File: config.mk
export PLATFORM = sky130hd
export DESIGN_NAME = mmw_decoder
export DESIGN_NICKNAME = d
export VERILOG_FILES = /design/src/core/mmw_pkg.sv /design/src/core/mmw_decoder.sv
export SDC_FILE = /design/constraint.sdc
export NUM_CORES = 1
export LEC_CHECK = 0
export BUFFER_PORTS_ARGS = -buffer_cell sky130_fd_sc_hd__buf_4
export CAP_MARGIN = 20
export CORE_MARGIN = 2
export CORE_UTILIZATION = 35
export DETAILED_ROUTE_END_ITERATION = 16
export PLACE_DENSITY_LB_ADDON = 0.2
export SLEW_MARGIN = 20
export SYNTH_ARGS = -nofsm -noshare
export SYNTH_HDL_FRONTEND = slang
export SYNTH_SLANG_ARGS = --single-unit
File: constraint.sdc
create_clock -name CORE_CLK -period 4.27 [get_ports CORE_CLK]
set_input_delay 0.427 -clock CORE_CLK [delete_from_list [all_inputs] [get_ports CORE_CLK]]
set_output_delay 0.427 -clock CORE_CLK [all_outputs]
set_load 0.02 [all_outputs]
File: src/core/mmw_pkg.sv
// Constants and types shared by the memory map and wait-state decoder.
// Assumes a 22-bit word address and a 32-bit register port.
package mmw_pkg;
    localparam int ADDR_W = 22;
    localparam int WAIT_W = 5;

    typedef logic [ADDR_W-1:0] mmw_addr_t;
    typedef logic [WAIT_W-1:0] mmw_wait_t;

    // One access from the core
    typedef struct packed {
        mmw_addr_t addr;
        logic write;
        logic prog;
        logic io;
    } mmw_acc_t;

    typedef enum logic [3:0] {
        RG_NONE = 4'h0, RG_M01 = 4'h1, RG_PF0 = 4'h2, RG_PF1 = 4'h3,
        RG_PF2 = 4'h4, RG_L01 = 4'h5, RG_OTP = 4'h6, RG_FLASH = 4'h7,
        RG_H0 = 4'h8, RG_BROM = 4'h9, RG_XZ0 = 4'hA, RG_XZ1 = 4'hB,
        RG_XZ2 = 4'hC, RG_XZ6 = 4'hD, RG_XZ7 = 4'hE
    } mmw_region_t;

    typedef enum logic [0:0] {
        ST_IDLE = 1'b0,
        ST_BUSY = 1'b1
    } mmw_state_t;

    // Region bounds, word addresses
    localparam mmw_addr_t M01_LO = 22'h000000, M01_HI = 22'h0007FF;
    localparam mmw_addr_t PF0_LO = 22'h000800, PF0_HI = 22'h001FFF;
    localparam mmw_addr_t XZ0_LO = 22'h002000, XZ0_HI = 22'h003FFF;
    localparam mmw_addr_t XZ1_LO = 22'h004000, XZ1_HI = 22'h005FFF;
    localparam mmw_addr_t PF1_LO = 22'h006000, PF1_HI = 22'h006FFF;
    localparam mmw_addr_t PF2_LO = 22'h007000, PF2_HI = 22'h007FFF;
    localparam mmw_addr_t L01_LO = 22'h008000, L01_HI = 22'h009FFF;
    localparam mmw_addr_t XZ2_LO = 22'h080000, XZ2_HI = 22'h0FFFFF;
    localparam mmw_addr_t XZ6_LO = 22'h100000, XZ6_HI = 22'h17FFFF;
    localparam mmw_addr_t OTP_LO = 22'h3D7800, OTP_HI = 22'h3D7BFF;
    localparam mmw_addr_t FL_LO = 22'h3D8000, FL_HI = 22'h3F7FFF;
    localparam mmw_addr_t PWD_LO = 22'h3F7FF8;
    localparam mmw_addr_t H0_LO = 22'h3F8000, H0_HI = 22'h3F9FFF;
    localparam mmw_addr_t XZ7_LO = 22'h3FC000, XZ7_HI = 22'h3FFFFF;
    localparam mmw_addr_t BROM_LO = 22'h3FF000, BROM_HI = 22'h3FFFFF;
    localparam mmw_addr_t GRD_LO = 22'h000880, GRD_HI = 22'h0009FF;
    // Upper bounds of sectors J..B; sector A runs to FL_HI
    localparam mmw_addr_t SEC_HI [9] = '{22'h3D9FFF, 22'h3DBFFF, 22'h3DFFFF,
        22'h3E3FFF, 22'h3E7FFF, 22'h3EBFFF, 22'h3EFFFF, 22'h3F3FFF, 22'h3F5FFF};
    localparam logic [5:0] LEGACY_PROG_PAGE = 6'h3F;

    // Fixed waits
    localparam mmw_wait_t WS_ZERO = 5'h00;
    localparam mmw_wait_t WS_BROM = 5'h01;
    localparam mmw_wait_t WS_PF_RD = 5'h02;
    localparam mmw_wait_t WS_PWD = 5'h10;
    localparam mmw_wait_t WS_MIN_ONE = 5'h01;
    localparam mmw_wait_t WS_PROT_ALIGN = 5'h01;

    // Register offsets (byte addresses) and fields
    localparam logic [7:0] OFS_ZONE0 = 8'h00; // zones 0,1,2,6,7 at 0x00..0x10
    localparam logic [7:0] OFS_FLASH_WAIT = 8'h14;
    localparam logic [7:0] OFS_CONFIG = 8'h18;
    localparam logic [7:0] OFS_STATUS = 8'h1C;
    localparam int ZONE_CNT = 5;
    localparam int ZF_READY = 4;
    localparam int CF_EXT_BOOT = 0;
    localparam int CF_PROTECT = 1;
    localparam int SF_BLOCKED = 0;
    localparam int SF_UNMAPPED = 1;
    localparam int SF_BUSY = 4;

    // Reset values
    localparam logic [4:0] RST_ZONE = 5'h16;
    localparam logic [3:0] RST_FLASH_WS = 4'hF;
    localparam logic [3:0] RST_OTP_WS = 4'hF;
    localparam logic RST_PROTECT = 1'b1;
endpackage : mmw_pkg

File: src/core/mmw_decoder.sv
// Memory map decoder and wait-state sequencer.
// Assumes core inputs synchronous to CORE_CLK; one access at a time.
`timescale 1ns/10ps
`default_nettype none
module mmw_decoder (
    // Clock and reset
    input wire logic CORE_CLK,
    input wire logic NRST,
    // Register port
    input wire logic [7:0] REG_ADDR,
    input wire logic [31:0] REG_WDATA,
    input wire logic REG_WR,
    input wire logic REG_RD,
    output logic [31:0] REG_RDATA,
    // Core access
    input wire logic CPU_REQ,
    input wire mmw_pkg::mmw_acc_t CPU_ACC,
    output logic CPU_BUSY,
    output logic CPU_ACK,
    output logic CPU_ERR,
    // Target side
    output mmw_pkg::mmw_region_t TGT_REGION,
    output logic [3:0] TGT_SECTOR,
    output logic [21:0] TGT_ADDR,
    output logic TGT_WR,
    output logic CS_ZONES_LOW_N,
    output logic CS_ZONE2_N,
    output logic CS_ZONES_HIGH_N,
    output logic BOOT_ROM_EN,
    output logic VECTOR_EXTERNAL,
    // Pins and core status
    input wire logic BOOT_SOURCE_SELECT_PIN,
    input wire logic EXT_READY,
    input wire logic WRITE_UNLOCK_GUARD,
    input wire logic LEGACY_MODE
);
    function automatic logic in_rng(input mmw_pkg::mmw_addr_t a,
                                    input mmw_pkg::mmw_addr_t lo,
                                    input mmw_pkg::mmw_addr_t hi);
        in_rng = (a >= lo) && (a <= hi);
    endfunction : in_rng

    // Configuration registers
    logic [4:0] zone_cfg_ff [mmw_pkg::ZONE_CNT];
    logic [4:0] nxt_zone_cfg [mmw_pkg::ZONE_CNT];
    logic [3:0] flash_ws_ff, nxt_flash_ws, otp_ws_ff, nxt_otp_ws;
    logic ext_boot_ff, nxt_ext_boot, protect_ff, nxt_protect;
    logic boot_taken_ff, nxt_boot_taken;
    logic blocked_ff, nxt_blocked, unmapped_ff, nxt_unmapped;
    logic [31:0] rdata_ff, nxt_rdata;

    // Access sequencer
    mmw_pkg::mmw_state_t state_ff, nxt_state;
    mmw_pkg::mmw_wait_t cnt_ff, nxt_cnt;
    mmw_pkg::mmw_region_t region_ff, nxt_region;
    logic [3:0] sector_ff, nxt_sector;
    logic [21:0] taddr_ff, nxt_taddr;
    logic twr_ff, nxt_twr, use_rdy_ff, nxt_use_rdy, err_ff, nxt_err;
    logic last_pwr_ff, nxt_last_pwr;
    mmw_pkg::mmw_addr_t last_addr_ff, nxt_last_addr;

    // Decode of the incoming access
    mmw_pkg::mmw_addr_t dec_addr;
    mmw_pkg::mmw_region_t dec_region;
    mmw_pkg::mmw_wait_t dec_wait;
    logic [3:0] dec_sector;
    logic dec_rdy, dec_prot, dec_block;
    int zi;

    always_comb begin
        dec_addr = CPU_ACC.addr;
        // Legacy code sees two 64K windows only
        if (LEGACY_MODE)
            dec_addr[21:16] = CPU_ACC.prog ? mmw_pkg::LEGACY_PROG_PAGE : 6'h00;
        dec_region = mmw_pkg::RG_NONE;
        dec_sector = 4'h0;
        zi = 0;
        if (in_rng(dec_addr, mmw_pkg::M01_LO, mmw_pkg::M01_HI)) begin
            dec_region = mmw_pkg::RG_M01;
        end else if (in_rng(dec_addr, mmw_pkg::PF0_LO, mmw_pkg::PF0_HI)) begin
            dec_region = CPU_ACC.prog ? mmw_pkg::RG_NONE : mmw_pkg::RG_PF0;
        end else if (in_rng(dec_addr, mmw_pkg::PF1_LO, mmw_pkg::PF1_HI)) begin
            dec_region = CPU_ACC.prog ? mmw_pkg::RG_NONE : mmw_pkg::RG_PF1;
        end else if (in_rng(dec_addr, mmw_pkg::PF2_LO, mmw_pkg::PF2_HI)) begin
            dec_region = CPU_ACC.prog ? mmw_pkg::RG_NONE : mmw_pkg::RG_PF2;
        end else if (in_rng(dec_addr, mmw_pkg::L01_LO, mmw_pkg::L01_HI)) begin
            dec_region = mmw_pkg::RG_L01;
        end else if (in_rng(dec_addr, mmw_pkg::XZ0_LO, mmw_pkg::XZ0_HI)) begin
            dec_region = mmw_pkg::RG_XZ0;
        end else if (in_rng(dec_addr, mmw_pkg::XZ1_LO, mmw_pkg::XZ1_HI)) begin
            dec_region = mmw_pkg::RG_XZ1;
        end else if (in_rng(dec_addr, mmw_pkg::XZ2_LO, mmw_pkg::XZ2_HI)) begin
            dec_region = mmw_pkg::RG_XZ2;
        end else if (in_rng(dec_addr, mmw_pkg::XZ6_LO, mmw_pkg::XZ6_HI)) begin
            dec_region = mmw_pkg::RG_XZ6;
        end else if (in_rng(dec_addr, mmw_pkg::OTP_LO, mmw_pkg::OTP_HI)) begin
            dec_region = mmw_pkg::RG_OTP;
        end else if (in_rng(dec_addr, mmw_pkg::FL_LO, mmw_pkg::FL_HI)) begin
            dec_region = mmw_pkg::RG_FLASH;
            // Sector index: J is 0, A is 9
            for (int i = 0; i < 9; i++) begin
                if (dec_addr > mmw_pkg::SEC_HI[i]) dec_sector = 4'(i + 1);
            end
        end else if (in_rng(dec_addr, mmw_pkg::H0_LO, mmw_pkg::H0_HI)) begin
            dec_region = mmw_pkg::RG_H0;
        end else if (ext_boot_ff && in_rng(dec_addr, mmw_pkg::XZ7_LO, mmw_pkg::XZ7_HI)) begin
            dec_region = mmw_pkg::RG_XZ7;
        end else if (!ext_boot_ff && in_rng(dec_addr, mmw_pkg::BROM_LO, mmw_pkg::BROM_HI)) begin
            dec_region = mmw_pkg::RG_BROM;
        end
        // No I/O space anywhere, external port included
        if (CPU_ACC.io) dec_region = mmw_pkg::RG_NONE;
        dec_rdy = 1'b0;
        unique case (dec_region)
            mmw_pkg::RG_PF1, mmw_pkg::RG_PF2: begin
                dec_wait = CPU_ACC.write ? mmw_pkg::WS_ZERO : mmw_pkg::WS_PF_RD;
            end
            mmw_pkg::RG_BROM: begin
                dec_wait = mmw_pkg::WS_BROM;
            end
            mmw_pkg::RG_OTP: begin
                dec_wait = {1'b0, otp_ws_ff};
                if (dec_wait < mmw_pkg::WS_MIN_ONE) dec_wait = mmw_pkg::WS_MIN_ONE;
            end
            mmw_pkg::RG_FLASH: begin
                if (dec_addr >= mmw_pkg::PWD_LO) begin
                    dec_wait = mmw_pkg::WS_PWD;
                end else begin
                    dec_wait = {1'b0, flash_ws_ff};
                end
            end
            mmw_pkg::RG_XZ0, mmw_pkg::RG_XZ1, mmw_pkg::RG_XZ2,
            mmw_pkg::RG_XZ6, mmw_pkg::RG_XZ7: begin
                zi = int'(dec_region) - int'(mmw_pkg::RG_XZ0);
                dec_wait = {1'b0, zone_cfg_ff[zi][3:0]};
                dec_rdy = zone_cfg_ff[zi][mmw_pkg::ZF_READY];
                if (dec_wait < mmw_pkg::WS_MIN_ONE) dec_wait = mmw_pkg::WS_MIN_ONE;
            end
            default: begin
                dec_wait = mmw_pkg::WS_ZERO;
            end
        endcase
        dec_prot = (dec_region == mmw_pkg::RG_PF1) || (dec_region == mmw_pkg::RG_PF2)
            || (dec_region == mmw_pkg::RG_XZ1);
        // Write then read elsewhere would swap; stall the read
        if (protect_ff && dec_prot && !CPU_ACC.write && last_pwr_ff
            && (dec_addr != last_addr_ff))
            dec_wait = mmw_pkg::mmw_wait_t'(dec_wait + mmw_pkg::WS_PROT_ALIGN);
        dec_block = CPU_ACC.write && !WRITE_UNLOCK_GUARD
            && (in_rng(dec_addr, mmw_pkg::GRD_LO, mmw_pkg::GRD_HI)
            || dec_region == mmw_pkg::RG_PF1);
    end

    logic take, done;
    assign take = (state_ff == mmw_pkg::ST_IDLE) && CPU_REQ;
    // Ready stretches only once the count is spent
    assign done = (state_ff == mmw_pkg::ST_BUSY) && (cnt_ff == mmw_pkg::WS_ZERO)
        && (!use_rdy_ff || EXT_READY);

    always_comb begin
        nxt_state = state_ff;
        nxt_cnt = cnt_ff;
        nxt_region = region_ff;
        nxt_sector = sector_ff;
        nxt_taddr = taddr_ff;
        nxt_twr = twr_ff;
        nxt_use_rdy = use_rdy_ff;
        nxt_err = err_ff;
        nxt_last_pwr = last_pwr_ff;
        nxt_last_addr = last_addr_ff;
        unique case (state_ff)
            mmw_pkg::ST_IDLE: begin
                if (take) begin
                    nxt_state = mmw_pkg::ST_BUSY;
                    nxt_cnt = dec_wait;
                    nxt_region = dec_block ? mmw_pkg::RG_NONE : dec_region;
                    nxt_sector = dec_sector;
                    nxt_taddr = dec_addr;
                    nxt_twr = CPU_ACC.write;
                    nxt_use_rdy = dec_rdy && !dec_block;
                    nxt_err = dec_block || (dec_region == mmw_pkg::RG_NONE);
                    nxt_last_pwr = CPU_ACC.write && dec_prot && !dec_block;
                    nxt_last_addr = dec_addr;
                end
            end
            mmw_pkg::ST_BUSY: begin
                if (done) begin
                    nxt_state = mmw_pkg::ST_IDLE;
                    nxt_region = mmw_pkg::RG_NONE;
                    nxt_twr = 1'b0;
                    nxt_err = 1'b0;
                    nxt_use_rdy = 1'b0;
                end else if (cnt_ff != mmw_pkg::WS_ZERO) begin
                    nxt_cnt = mmw_pkg::mmw_wait_t'(cnt_ff - 5'h01);
                end
            end
        endcase
    end

    // Register file
    always_comb begin
        nxt_zone_cfg = zone_cfg_ff;
        nxt_flash_ws = flash_ws_ff;
        nxt_otp_ws = otp_ws_ff;
        nxt_ext_boot = ext_boot_ff;
        nxt_protect = protect_ff;
        nxt_boot_taken = 1'b1;
        nxt_blocked = blocked_ff;
        nxt_unmapped = unmapped_ff;
        nxt_rdata = 32'h00000000;
        // Strap caught on the first edge after reset
        if (!boot_taken_ff) nxt_ext_boot = BOOT_SOURCE_SELECT_PIN;
        if (REG_WR) begin
            for (int i = 0; i < mmw_pkg::ZONE_CNT; i++) begin
                if (REG_ADDR == mmw_pkg::OFS_ZONE0 + 8'(4 * i))
                    nxt_zone_cfg[i] = REG_WDATA[4:0];
            end
            unique case (REG_ADDR)
                mmw_pkg::OFS_FLASH_WAIT: begin
                    nxt_flash_ws = REG_WDATA[3:0];
                    nxt_otp_ws = REG_WDATA[7:4];
                end
                mmw_pkg::OFS_CONFIG: begin
                    // ROM, zone 7 and the vector select follow this bit
                    nxt_ext_boot = REG_WDATA[mmw_pkg::CF_EXT_BOOT];
                    nxt_protect = REG_WDATA[mmw_pkg::CF_PROTECT];
                end
                mmw_pkg::OFS_STATUS: begin
                    nxt_blocked = blocked_ff & ~REG_WDATA[mmw_pkg::SF_BLOCKED];
                    nxt_unmapped = unmapped_ff & ~REG_WDATA[mmw_pkg::SF_UNMAPPED];
                end
                default: ;
            endcase
        end
        // Set beats a clear in the same cycle
        if (take && dec_block) nxt_blocked = 1'b1;
        if (take && !dec_block && dec_region == mmw_pkg::RG_NONE) nxt_unmapped = 1'b1;
        if (REG_RD) begin
            for (int i = 0; i < mmw_pkg::ZONE_CNT; i++) begin
                if (REG_ADDR == mmw_pkg::OFS_ZONE0 + 8'(4 * i))
                    nxt_rdata = {27'h0, zone_cfg_ff[i]};
            end
            if (REG_ADDR == mmw_pkg::OFS_FLASH_WAIT) nxt_rdata = {24'h0, otp_ws_ff, flash_ws_ff};
            if (REG_ADDR == mmw_pkg::OFS_CONFIG) nxt_rdata = {30'h0, protect_ff, ext_boot_ff};
            if (REG_ADDR == mmw_pkg::OFS_STATUS)
                nxt_rdata = {27'h0, (state_ff == mmw_pkg::ST_BUSY), 2'h0, unmapped_ff, blocked_ff};
        end
    end

    always_ff @(posedge CORE_CLK or negedge NRST) begin
        if (!NRST) begin
            for (int i = 0; i < mmw_pkg::ZONE_CNT; i++) begin
                zone_cfg_ff[i] <= mmw_pkg::RST_ZONE;
            end
            flash_ws_ff <= mmw_pkg::RST_FLASH_WS;
            otp_ws_ff <= mmw_pkg::RST_OTP_WS;
            ext_boot_ff <= 1'b0;
            protect_ff <= mmw_pkg::RST_PROTECT;
            boot_taken_ff <= 1'b0;
            blocked_ff <= 1'b0;
            unmapped_ff <= 1'b0;
            rdata_ff <= 32'h00000000;
            state_ff <= mmw_pkg::ST_IDLE;
            cnt_ff <= mmw_pkg::WS_ZERO;
            region_ff <= mmw_pkg::RG_NONE;
            sector_ff <= 4'h0;
            taddr_ff <= 22'h000000;
            twr_ff <= 1'b0;
            use_rdy_ff <= 1'b0;
            err_ff <= 1'b0;
            last_pwr_ff <= 1'b0;
            last_addr_ff <= 22'h000000;
        end else begin
            zone_cfg_ff <= nxt_zone_cfg;
            flash_ws_ff <= nxt_flash_ws;
            otp_ws_ff <= nxt_otp_ws;
            ext_boot_ff <= nxt_ext_boot;
            protect_ff <= nxt_protect;
            boot_taken_ff <= nxt_boot_taken;
            blocked_ff <= nxt_blocked;
            unmapped_ff <= nxt_unmapped;
            rdata_ff <= nxt_rdata;
            state_ff <= nxt_state;
            cnt_ff <= nxt_cnt;
            region_ff <= nxt_region;
            sector_ff <= nxt_sector;
            taddr_ff <= nxt_taddr;
            twr_ff <= nxt_twr;
            use_rdy_ff <= nxt_use_rdy;
            err_ff <= nxt_err;
            last_pwr_ff <= nxt_last_pwr;
            last_addr_ff <= nxt_last_addr;
        end
    end

    assign REG_RDATA = rdata_ff;
    assign CPU_BUSY = (state_ff == mmw_pkg::ST_BUSY);
    assign CPU_ACK = done;
    assign CPU_ERR = done && err_ff;
    assign TGT_REGION = region_ff;
    assign TGT_SECTOR = sector_ff;
    assign TGT_ADDR = taddr_ff;
    assign TGT_WR = twr_ff;
    // Paired zones share a select, so they mirror
    assign CS_ZONES_LOW_N = !(region_ff == mmw_pkg::RG_XZ0 || region_ff == mmw_pkg::RG_XZ1);
    assign CS_ZONE2_N = !(region_ff == mmw_pkg::RG_XZ2);
    assign CS_ZONES_HIGH_N = !(region_ff == mmw_pkg::RG_XZ6 || region_ff == mmw_pkg::RG_XZ7);
    assign BOOT_ROM_EN = !ext_boot_ff;
    assign VECTOR_EXTERNAL = ext_boot_ff;
endmodule : mmw_decoder
`default_nettype wire

# [Word-level counts from Yosys, hierarchy flattened]
# Cells that the tools add are included.
[totals] regBits=110 latchBits=0 ram_bits=0 romBits=0 elab_cells=256 mem_count=0
[classes] add_sub_neg=3 multipliers=0 div=0 order_cmp=42 n_eq_ne=27 shifts=0 muxes=86 bitwise=6 reduce_logical=70
[op_table] operator="two-way mux 32 bit" count=8
[op_table] operator="> comparator 22 bit, second input constant" count=9
[op_table] operator="two-way mux 4 bit" count=39
[op_table] operator=">= comparator 22 bit, second input constant" count=6
[op_table] operator="<= comparator 22 bit, second input constant" count=4
[op_table] operator=">= comparator 22 x 15 -> 1 bit, second input constant" count=3
[op_table] operator="<= comparator 22 x 15 -> 1 bit, second input constant" count=3
[op_table] operator="== test 4 bit, second input constant" count=11
[op_table] operator=">= comparator 22 x 12 -> 1 bit, second input constant" count=2
[op_table] operator="two-way mux 5 bit" count=8
[op_table] operator="logical AND 1 bit" count=33
[op_table] operator="== test 8 x 5 -> 1 bit, second input constant" count=4
[op_table] operator=">= comparator 32 x 4 -> 1 bit, second input constant" count=1
[op_table] operator="inverter 32 bit" count=1
[op_table] operator="one-hot mux 5 bit (5 select lines)" count=1
[op_table] operator=">= comparator 22 x 1 -> 1 bit, second input constant" count=1
[op_table] operator=">= comparator 22 x 14 -> 1 bit, second input constant" count=1
[op_table] operator=">= comparator 22 x 16 -> 1 bit, second input constant" count=1
[op_table] operator=">= comparator 22 x 20 -> 1 bit, second input constant" count=1
[op_table] operator=">= comparator 22 x 21 -> 1 bit, second input constant" count=1
[op_table] operator="<= comparator 22 x 11 -> 1 bit, second input constant" count=1
[op_table] operator="<= comparator 22 x 12 -> 1 bit, second input constant" count=1
[op_table] operator="<= comparator 22 x 13 -> 1 bit, second input constant" count=1
[op_table] operator="<= comparator 22 x 14 -> 1 bit, second input constant" count=1
[op_table] operator="35 further kinds" count=92

# [Longest topological paths before layout]
# Gate-level depths: netlist of the first run.
[logic_depth] word_depth=32 mapped_depth=15

# [Worst setup path after synthesis of the first run]
# OpenSTA, ideal clock, no wires.
[synth_path] path_type="input to register" startpoint="input port CPU_ACC[16] in the netlist's numbering" endpoint="register cnt_ff[1]" setup_ps=144 t_arrival_ps=3091 required_time_ps=4126 path_slack_ps=1035 path_stages=14 n_path_buf=1 cell_sequence="buf_2 > nor4bb_4 > o311ai_2 > o221ai_2 > o41ai_4 > mux2i_1 > nor2_1 > o21a_1 > a211oi_2 > inv_1 > ha_1 > nand2b_1 > o211ai_1 > a22oi_1"
[synth_via] elab_chain_len=30 elab_cells_between_ends=91 classes_between="2 x add/sub; 29 x order compare; 11 x eq/ne; 24 x mux; 1 x bitwise; 24 x reduce/logical"
[synth_rtl] element="start, declared" line="mmw_decoder.sv:17" rtl="input wire mmw_pkg::mmw_acc_t CPU_ACC,"
[synth_rtl] element=">= comparator 22 bit or <= comparator 22 bit (tied branches)" line="mmw_decoder.sv:40" rtl="in_rng = (a >= lo) && (a <= hi);"
[synth_rtl] element="logical AND 1 bit" line="mmw_decoder.sv:40"
[synth_rtl] element="logical AND 1 bit" line="mmw_decoder.sv:108" rtl="end else if (!ext_boot_ff && in_rng(dec_addr, mmw_pkg::BROM_LO, mmw_pkg::BROM_HI)) begin"
[synth_rtl] element="two-way mux 4 bit" line="mmw_decoder.sv:108"
[synth_rtl] element="two-way mux 4 bit" line="mmw_decoder.sv:106" rtl="end else if (ext_boot_ff && in_rng(dec_addr, mmw_pkg::XZ7_LO, mmw_pkg::XZ7_HI)) begin"
[synth_rtl] element="two-way mux 4 bit" line="mmw_decoder.sv:104" rtl="end else if (in_rng(dec_addr, mmw_pkg::H0_LO, mmw_pkg::H0_HI)) begin"
[synth_rtl] element="two-way mux 4 bit" line="mmw_decoder.sv:98" rtl="end else if (in_rng(dec_addr, mmw_pkg::FL_LO, mmw_pkg::FL_HI)) begin"
[synth_rtl] element="two-way mux 4 bit" line="mmw_decoder.sv:96" rtl="end else if (in_rng(dec_addr, mmw_pkg::OTP_LO, mmw_pkg::OTP_HI)) begin"
[synth_rtl] element="(+13 left out)"
[synth_rtl] element="two-way mux 5 bit (2 in series)"
[synth_rtl] element="< comparator 4 x 1 -> 1 bit" line="mmw_decoder.sv:137" rtl="if (dec_wait < mmw_pkg::WS_MIN_ONE) dec_wait = mmw_pkg::WS_MIN_ONE;"
[synth_rtl] element="two-way mux 4 bit" line="mmw_decoder.sv:137"
[synth_rtl] element="one-hot mux 5 bit (5 select lines)" line="mmw_decoder.sv:114" rtl="unique case (dec_region)"
[synth_rtl] element="adder 5 x 1 -> 5 bit" line="mmw_decoder.sv:148" rtl="dec_wait = mmw_pkg::mmw_wait_t'(dec_wait + mmw_pkg::WS_PROT_ALIGN);"
[synth_rtl] element="two-way mux 5 bit (*)" line="mmw_decoder.sv:146" rtl="if (protect_ff && dec_prot && !CPU_ACC.write && last_pwr_ff"
[synth_rtl] element="two-way mux 5 bit (*)" line="mmw_decoder.sv:173" rtl="if (take) begin"
[synth_rtl] element="one-hot mux 5 bit (2 select lines) (*)" line="mmw_decoder.sv:171" rtl="unique case (state_ff)"
[synth_rtl] element="end signal, assigned" line="mmw_decoder.sv:264" rtl="cnt_ff <= mmw_pkg::WS_ZERO;"
[synth_rtl] element="end signal, assigned" line="mmw_decoder.sv:284" rtl="cnt_ff <= nxt_cnt;"
[synth_rtl] element="end, declared" line="mmw_decoder.sv:54" rtl="mmw_pkg::mmw_wait_t cnt_ff, nxt_cnt;"
# Mark *: on every way between the ends. The rest lies on a longest branch, timed or not. The select of a mux whose other input is x is not followed.
# A chain may end at the register's enable or synchronous reset.

# [Final worst setup path of the first run]
[layout_path] startpoint="input port LEGACY_MODE" endpoint="register cnt_ff[1]"
[layout_via] elab_chain_len=31 elab_cells_between_ends=92 classes_between="2 x add/sub; 29 x order compare; 11 x eq/ne; 25 x mux; 1 x bitwise; 24 x reduce/logical"
[layout_rtl] element="start, declared" line="mmw_decoder.sv:35" rtl="input wire logic LEGACY_MODE"
[layout_rtl] element="two-way mux 6 bit (*)" line="mmw_decoder.sv:73" rtl="if (LEGACY_MODE)"
[layout_rtl] element=">= comparator 22 bit or <= comparator 22 bit (tied branches)" line="mmw_decoder.sv:40"
[layout_rtl] element="logical AND 1 bit" line="mmw_decoder.sv:40"
[layout_rtl] element="logical AND 1 bit" line="mmw_decoder.sv:108"
[layout_rtl] element="two-way mux 4 bit" line="mmw_decoder.sv:108"
[layout_rtl] element="two-way mux 4 bit" line="mmw_decoder.sv:106"
[layout_rtl] element="two-way mux 4 bit" line="mmw_decoder.sv:104"
[layout_rtl] element="two-way mux 4 bit" line="mmw_decoder.sv:98"
[layout_rtl] element="(+14 left out)"
[layout_rtl] element="two-way mux 5 bit (2 in series)"
[layout_rtl] element="< comparator 4 x 1 -> 1 bit" line="mmw_decoder.sv:137"
[layout_rtl] element="two-way mux 4 bit" line="mmw_decoder.sv:137"
[layout_rtl] element="one-hot mux 5 bit (5 select lines)" line="mmw_decoder.sv:114"
[layout_rtl] element="adder 5 x 1 -> 5 bit" line="mmw_decoder.sv:148"
[layout_rtl] element="two-way mux 5 bit (*)" line="mmw_decoder.sv:146"
[layout_rtl] element="two-way mux 5 bit (*)" line="mmw_decoder.sv:173"
[layout_rtl] element="one-hot mux 5 bit (2 select lines) (*)" line="mmw_decoder.sv:171"
# Marks and branches as above.

==> flow_summary.yaml, run 1 <==
route:
  routed_via_density: 5.46
  firstDrtPassIters: 5
  routedWlPerCell_um: 17.7
  route.vias.total: 4716
  drtAntennaViolNets: 0
  finalWirelength_um: 15300
  drcViolationCount: 0
  drt_iter0_drc: 373
floorplan:
  boundaryPins: 145
  die_h_um: 129
  core_mm2: 0.0152
  dieArea_mm2: 0.0166
  dieWidth_um: 129
  initial_utilization_pct: 35.8
  row_count: 45
critical_path:
  reg2reg_slack_ns: 0.72
  cp.arrival_ns: 3.83
  timing.rr.start: "VECTOR_EXTERNAL"
  critPathMaxFanout: 20
  reg2regPathDepth: 12
  endpoint_kind: "flip-flop"
  required_ns: 4.48
  worstSetupStartpointType: "input pin"
  rr_endpoint: "cnt_ff[1]"
  crit_type: "in2reg"
grt:
  overflow: 0
  grt_max_degree: 45
  antenna_found_initial: 0
  grt_pass1_wl_um: 24200
  gr-usage-all-layers_pct: 18.8
  first_global_vias: 4513
clock_network:
  cts_tree: "done"
  holdBufCountCts: 0
  cts_resized: 0
  cts_buffers: 9
  clkTransAtPathRegs_ns: 0.07
  cts_sinks: 86
  htree_levels: 3
  clk_path_buf_depth: 2
  postCtsSetupBuffers: 0
  clk_latency_ns: 0.35
  cts-root-buf: "clkbuf_16"
layout:
  regArea_mm2: 0.00218
  drive_gt1_share_pct: 29.6
  layout_common_cells: "buf_4 (102), nand2_1 (94), dfrtp_1 (62)"
  fin_nets: 746
  layout_commonest_cell: "buf_4"
  syn_to_final_growth_pct: 21.1
  diodes: 0
  multiInputGateArea_mm2: 0.00301
  nFillCells: 1516
sta:
  period_minus_slack_ns: 3.62
  hold_ws_ns: 0.0631
  fin_ws_ns: 0.650
  worst_pin_slew_ns: 0.883
  drv_slew: 0
  max_freq_ghz: 0.276
  rsz0062_at_grt: "false"
  setup_violations: 0
  fin_tns_setup_ns: 0
  relSlewSlack_pct: 40.7
  finClkSkew_ns: 0.00883
  fin_crit_sh_pct: 84.8
  hold_viol_final: 0
synthesis:
  synthesis.area_mm2: 0.00544
  synth_top_area_cell: "dfrtp_1"
  avgSynthCellArea_um2: 9.37
  synth.top_cells.by_area: "dfrtp_1 (29%), dfstp_2 (12%), mux2_2 (7.2%)"
  ys.flop_type: "dfrtp_1"
  synthArstFlopShare_pct: 100
  ys_types: 78
  synth_cells: 581
  yosysWarnings: 0
  synth_edf_count: 0
  synth_seq_area_share_pct: 40.1
  yosys_register_bits: 86
  synth_top_area_share_pct: 28.5
flow_run:
  maxCapViolCount: 0
power:
  ir_drop_v: 0.000169
  power.density_mw_per_mm2: 492
  p_leak_nw: 2.91
status:
  status: "finished clean"
place:
  dp_hpwl_um: 11400
  port_buffers: 96
  gp_congestion: 0.886
  pre_cts_ws_ns: 0.331
worst_hold_path:
  hp-class: "in2async"
worst max-delay path by stage:
stage	from	end	slack, ns
floorplan	CPU_ACC[16]	cnt_ff[1]	1.04
detailed placement	LEGACY_MODE	cnt_ff[1]	0.33
finish	LEGACY_MODE	cnt_ff[1]	0.65
CTS	LEGACY_MODE	cnt_ff[1]	0.68
global route	LEGACY_MODE	cnt_ff[1]	0.39
global placement	LEGACY_MODE	cnt_ff[1]	0.42
Yosys cell counts (13+ instances only):
master and n:
a31oi_1 13, nand2_1 94, clkbuf_1 14, a22oi_1 15, nor2_1 37, nand3_1 17
buf_4 26, mux2_2 35, dfstp_2 24, dfrtp_1 62, a21oi_1 15, nor3_1 14
xnor2_1 23, o21ai_0 28
per-stage QoR:
| step | utilization [%] | instances | power (mW) | cell area, um2 |
|---|---|---|---|---|
| 6_report | 43.4 | 863 | 3.24 | 6590 |
| 5_1_grt | 43.4 | 863 | 3.45 | 6590 |
| 2_1_floorplan | - | 604 | 1.90 | 5530 |
| 4_1_cts | 43.3 | 863 | 3.28 | 6590 |
| 3_3_place_gp | 41.0 | 847 | 2.30 | 6240 |
| 3_5_place_dp | 41.0 | 847 | 2.34 | 6240 |
cells by family (layout without fill, tap and decap cells):
| family | count (synthesis) | in the layout | share of synthesized area [%] |
|---|---|---|---|
| AND/OR/NAND/NOR | 230 | 230 | 21.0 |
| XOR/XNOR | 27 | 27 | 4.35 |
| flip-flops | 86 | 86 | 40.1 |
| other | 2 | 25 | 0.138 |
| adder cells (fa/ha/maj) | 2 | 2 | 0.460 |
| multiplexers | 43 | 43 | 8.81 |
| buffers and inverters | 60 | 131 | 6.32 |
| AO/OA/AOI/OAI | 131 | 131 | 18.8 |
critical path, cell delays in order:
cell	delay [ns]
buf_4	0.18
nand2_2	0.19
o21ai_0	0.22
and4_1	0.30
o31ai_2	0.76
a21oi_1	0.23
o2bb2ai_1	0.37
a2111oi_4	0.08
a211oi_2	0.38
inv_1	0.09
ha_1	0.27
nand2b_1	0.14
o211ai_1	0.10
a22oi_1	0.09
final cells by class:
type	count	area share [%]
flip-flops and latches	86	33.1
clock buffers	11	3.68
repair buffers	102	11.6
multi-input cells	458	45.7
clock inverters	5	1.61
well taps	188	3.57
inverters	13	0.740
layer usage:
layer | track usage (%) | share of wire (%) | up-vias
met3 | 2.91 | 4.4 | 22
met2 | 30.7 | 48 | 142
met5 | 0 | 0 | -
met4 | 7.61 | 2.4 | 0
met1 | 25.0 | 45 | 2300
li1 | - | - | 2252
where the power goes:
part | internal (mW) | switching, mW | total, mW
clock | 0.589 | 0.337 | 0.926
sequential | 1.02 | 0.199 | 1.22
combinational | 0.481 | 0.619 | 1.10
total | 2.09 | 1.16 | 3.24
state kept, by name, summed over array words and instances (netlist names), 4 cells and up:
| register | flops |
|---|---|
| REG_RDATA | 8 |
| TGT_ADDR | 22 |
| TGT_REGION | 4 |
| flash_ws_ff | 4 |
| cnt_ff | 5 |
| zone_cfg_ff | 25 |
| TGT_SECTOR | 4 |
| otp_ws_ff | 4 |
Power figures use the tool's default switching activity.
==> run 2: changes to the inputs <==
==> constraint.sdc (replaced) <==
create_clock -name CORE_CLK -period 3.73 [get_ports CORE_CLK]
set_input_delay 0.373 -clock CORE_CLK [delete_from_list [all_inputs] [get_ports CORE_CLK]]
set_output_delay 0.373 -clock CORE_CLK [all_outputs]
set_load 0.02 [all_outputs]
==> flow_summary.yaml, run 2 (synthesized netlist as in run 1, its figures left out) <==
status:
  status: "finished clean"
sta:
  rsz0062_at_grt: "false"
  hold_viol_final: 0
  finClkSkew_ns: 0.00573
  fin_crit_sh_pct: 87.2
  relSlewSlack_pct: 33.6
  hold_ws_ns: 0.0188
  drv_slew: 0
  period_minus_slack_ns: 3.25
  fin_tns_setup_ns: 0
  worst_pin_slew_ns: 0.982
  setup_violations: 0
  fin_ws_ns: 0.479
  max_freq_ghz: 0.308
power:
  combPwrFrac_pct: 35.6
  power.density_mw_per_mm2: 536
  p_int_mw: 2.24
  power.total_mw: 3.55
  p_sw_mw: 1.31
  p_sw_share_pct: 36.9
  p_leak_nw: 2.95
  pwr-share-clk_pct: 25.2
  ir_drop_v: 0.000239
  pwr-share-seq_pct: 39.2
route:
  finalWirelength_um: 15300
  firstDrtPassIters: 5
  route.vias.total: 4717
  drcViolationCount: 0
  routedWlPerCell_um: 17.4
  drtAntennaViolNets: 0
  drt_iter0_drc: 338
  routed_via_density: 5.37
place:
  place_area_mm2: 0.00635
  pre_cts_ws_ns: 0.149
  dp_cells: 862
  port_buffers: 96
  gp_congestion: 0.836
  dp_hpwl_um: 11500
floorplan:
  boundaryPins: 145
  core_mm2: 0.0152
  row_count: 45
  initial_utilization_pct: 35.8
  dieWidth_um: 129
  die_h_um: 129
  dieArea_mm2: 0.0166
critical_path:
  cp.arrival_ns: 3.54
  endpoint_kind: "flip-flop"
  required_ns: 4.02
  worstSetupStartpointType: "input pin"
  crit_type: "in2reg"
  critPathMaxFanout: 9
clock_network:
  cts_sinks: 86
  cts_tree: "done"
  htree_levels: 3
  cts-root-buf: "clkbuf_16"
  cts_buffers: 9
  clkTransAtPathRegs_ns: 0.06
  clk_path_buf_depth: 2
  cts_resized: 0
  clk_latency_ns: 0.36
  holdBufCountCts: 0
  postCtsSetupBuffers: 0
layout:
  layout_common_cells: "buf_4 (116), nand2_1 (94), dfrtp_1 (62)"
  fin_util_pct: 43.7
  layout_commonest_cell: "buf_4"
  diodes: 0
  final_cells: 878
  syn_to_final_growth_pct: 22.0
  drive_gt1_share_pct: 30.7
  largest_reg_flops: 25
  largest_register: "zone_cfg_ff"
  fin_nets: 761
  stdcell_area_mm2: 0.00664
worst_hold_path:
  hp-class: "in2async"
grt:
  overflow: 0
  grt_pass1_wl_um: 24500
  gr-usage-all-layers_pct: 19.2
  first_global_vias: 4602
  grt_max_degree: 87
  antenna_found_initial: 0
flow_run:
  maxCapViolCount: 0
## run 2: critical path, cell delays in order
cell and delay, ns:
buf_4 0.14, nor4_2 0.50, a22o_1 0.31, a21o_1 0.21, o31a_1 0.36, nor2_1 0.10, a22o_1 0.30, a2111oi_4 0.36
a211oi_2 0.13, buf_4 0.15, or4_1 0.51, nand3_1 0.09
## run 2: worst paths after layout
check | depth (start not counted) | end | slack (ns) | startpoint
max | 12 | cnt_ff[3] | 0.48 | CPU_ACC[19]
min | 1 | TGT_ADDR[1] | 0.02 | NRST
max reg2reg | 11 | cnt_ff[3] | 0.56 | VECTOR_EXTERNAL
min reg2reg | 2 | TGT_SECTOR[0] | 0.49 | TGT_SECTOR[0]
max in group asynchronous | 1 | REG_RDATA[5] | 3.07 | NRST
min in group CORE_CLK | 3 | TGT_ADDR[1] | 0.22 | CPU_ACC[4]
## run 2: area by class of cell
class / instances / area [um2]
clock buffers: 12 / 236
clock inverters: 4 / 47.5
fillers: 1490 / 8570
inverters: 13 / 48.8
multi-input cells: 458 / 3000
flip-flops and latches: 86 / 2180
well taps: 188 / 235
repair buffers: 117 / 882
## run 2: power groups by stage
stage / sequential [mW] / combinational [mW] / clock [mW]
floorplan: 1.54 / 0.626 / 0
global placement: 1.39 / 1.25 / 0
detailed placement: 1.41 / 1.27 / 0
CTS: 1.40 / 1.28 / 0.915
global route: 1.43 / 1.40 / 0.954
finish: 1.39 / 1.26 / 0.897
## run 2: per-layer routing
metal	GRT usage (%)	wire length, um	part of all wire (%)
met5	0	0	0
met4	7.74	391	2.6
met3	3.62	765	5.0
met2	31.9	7320	48
met1	24.7	6800	44
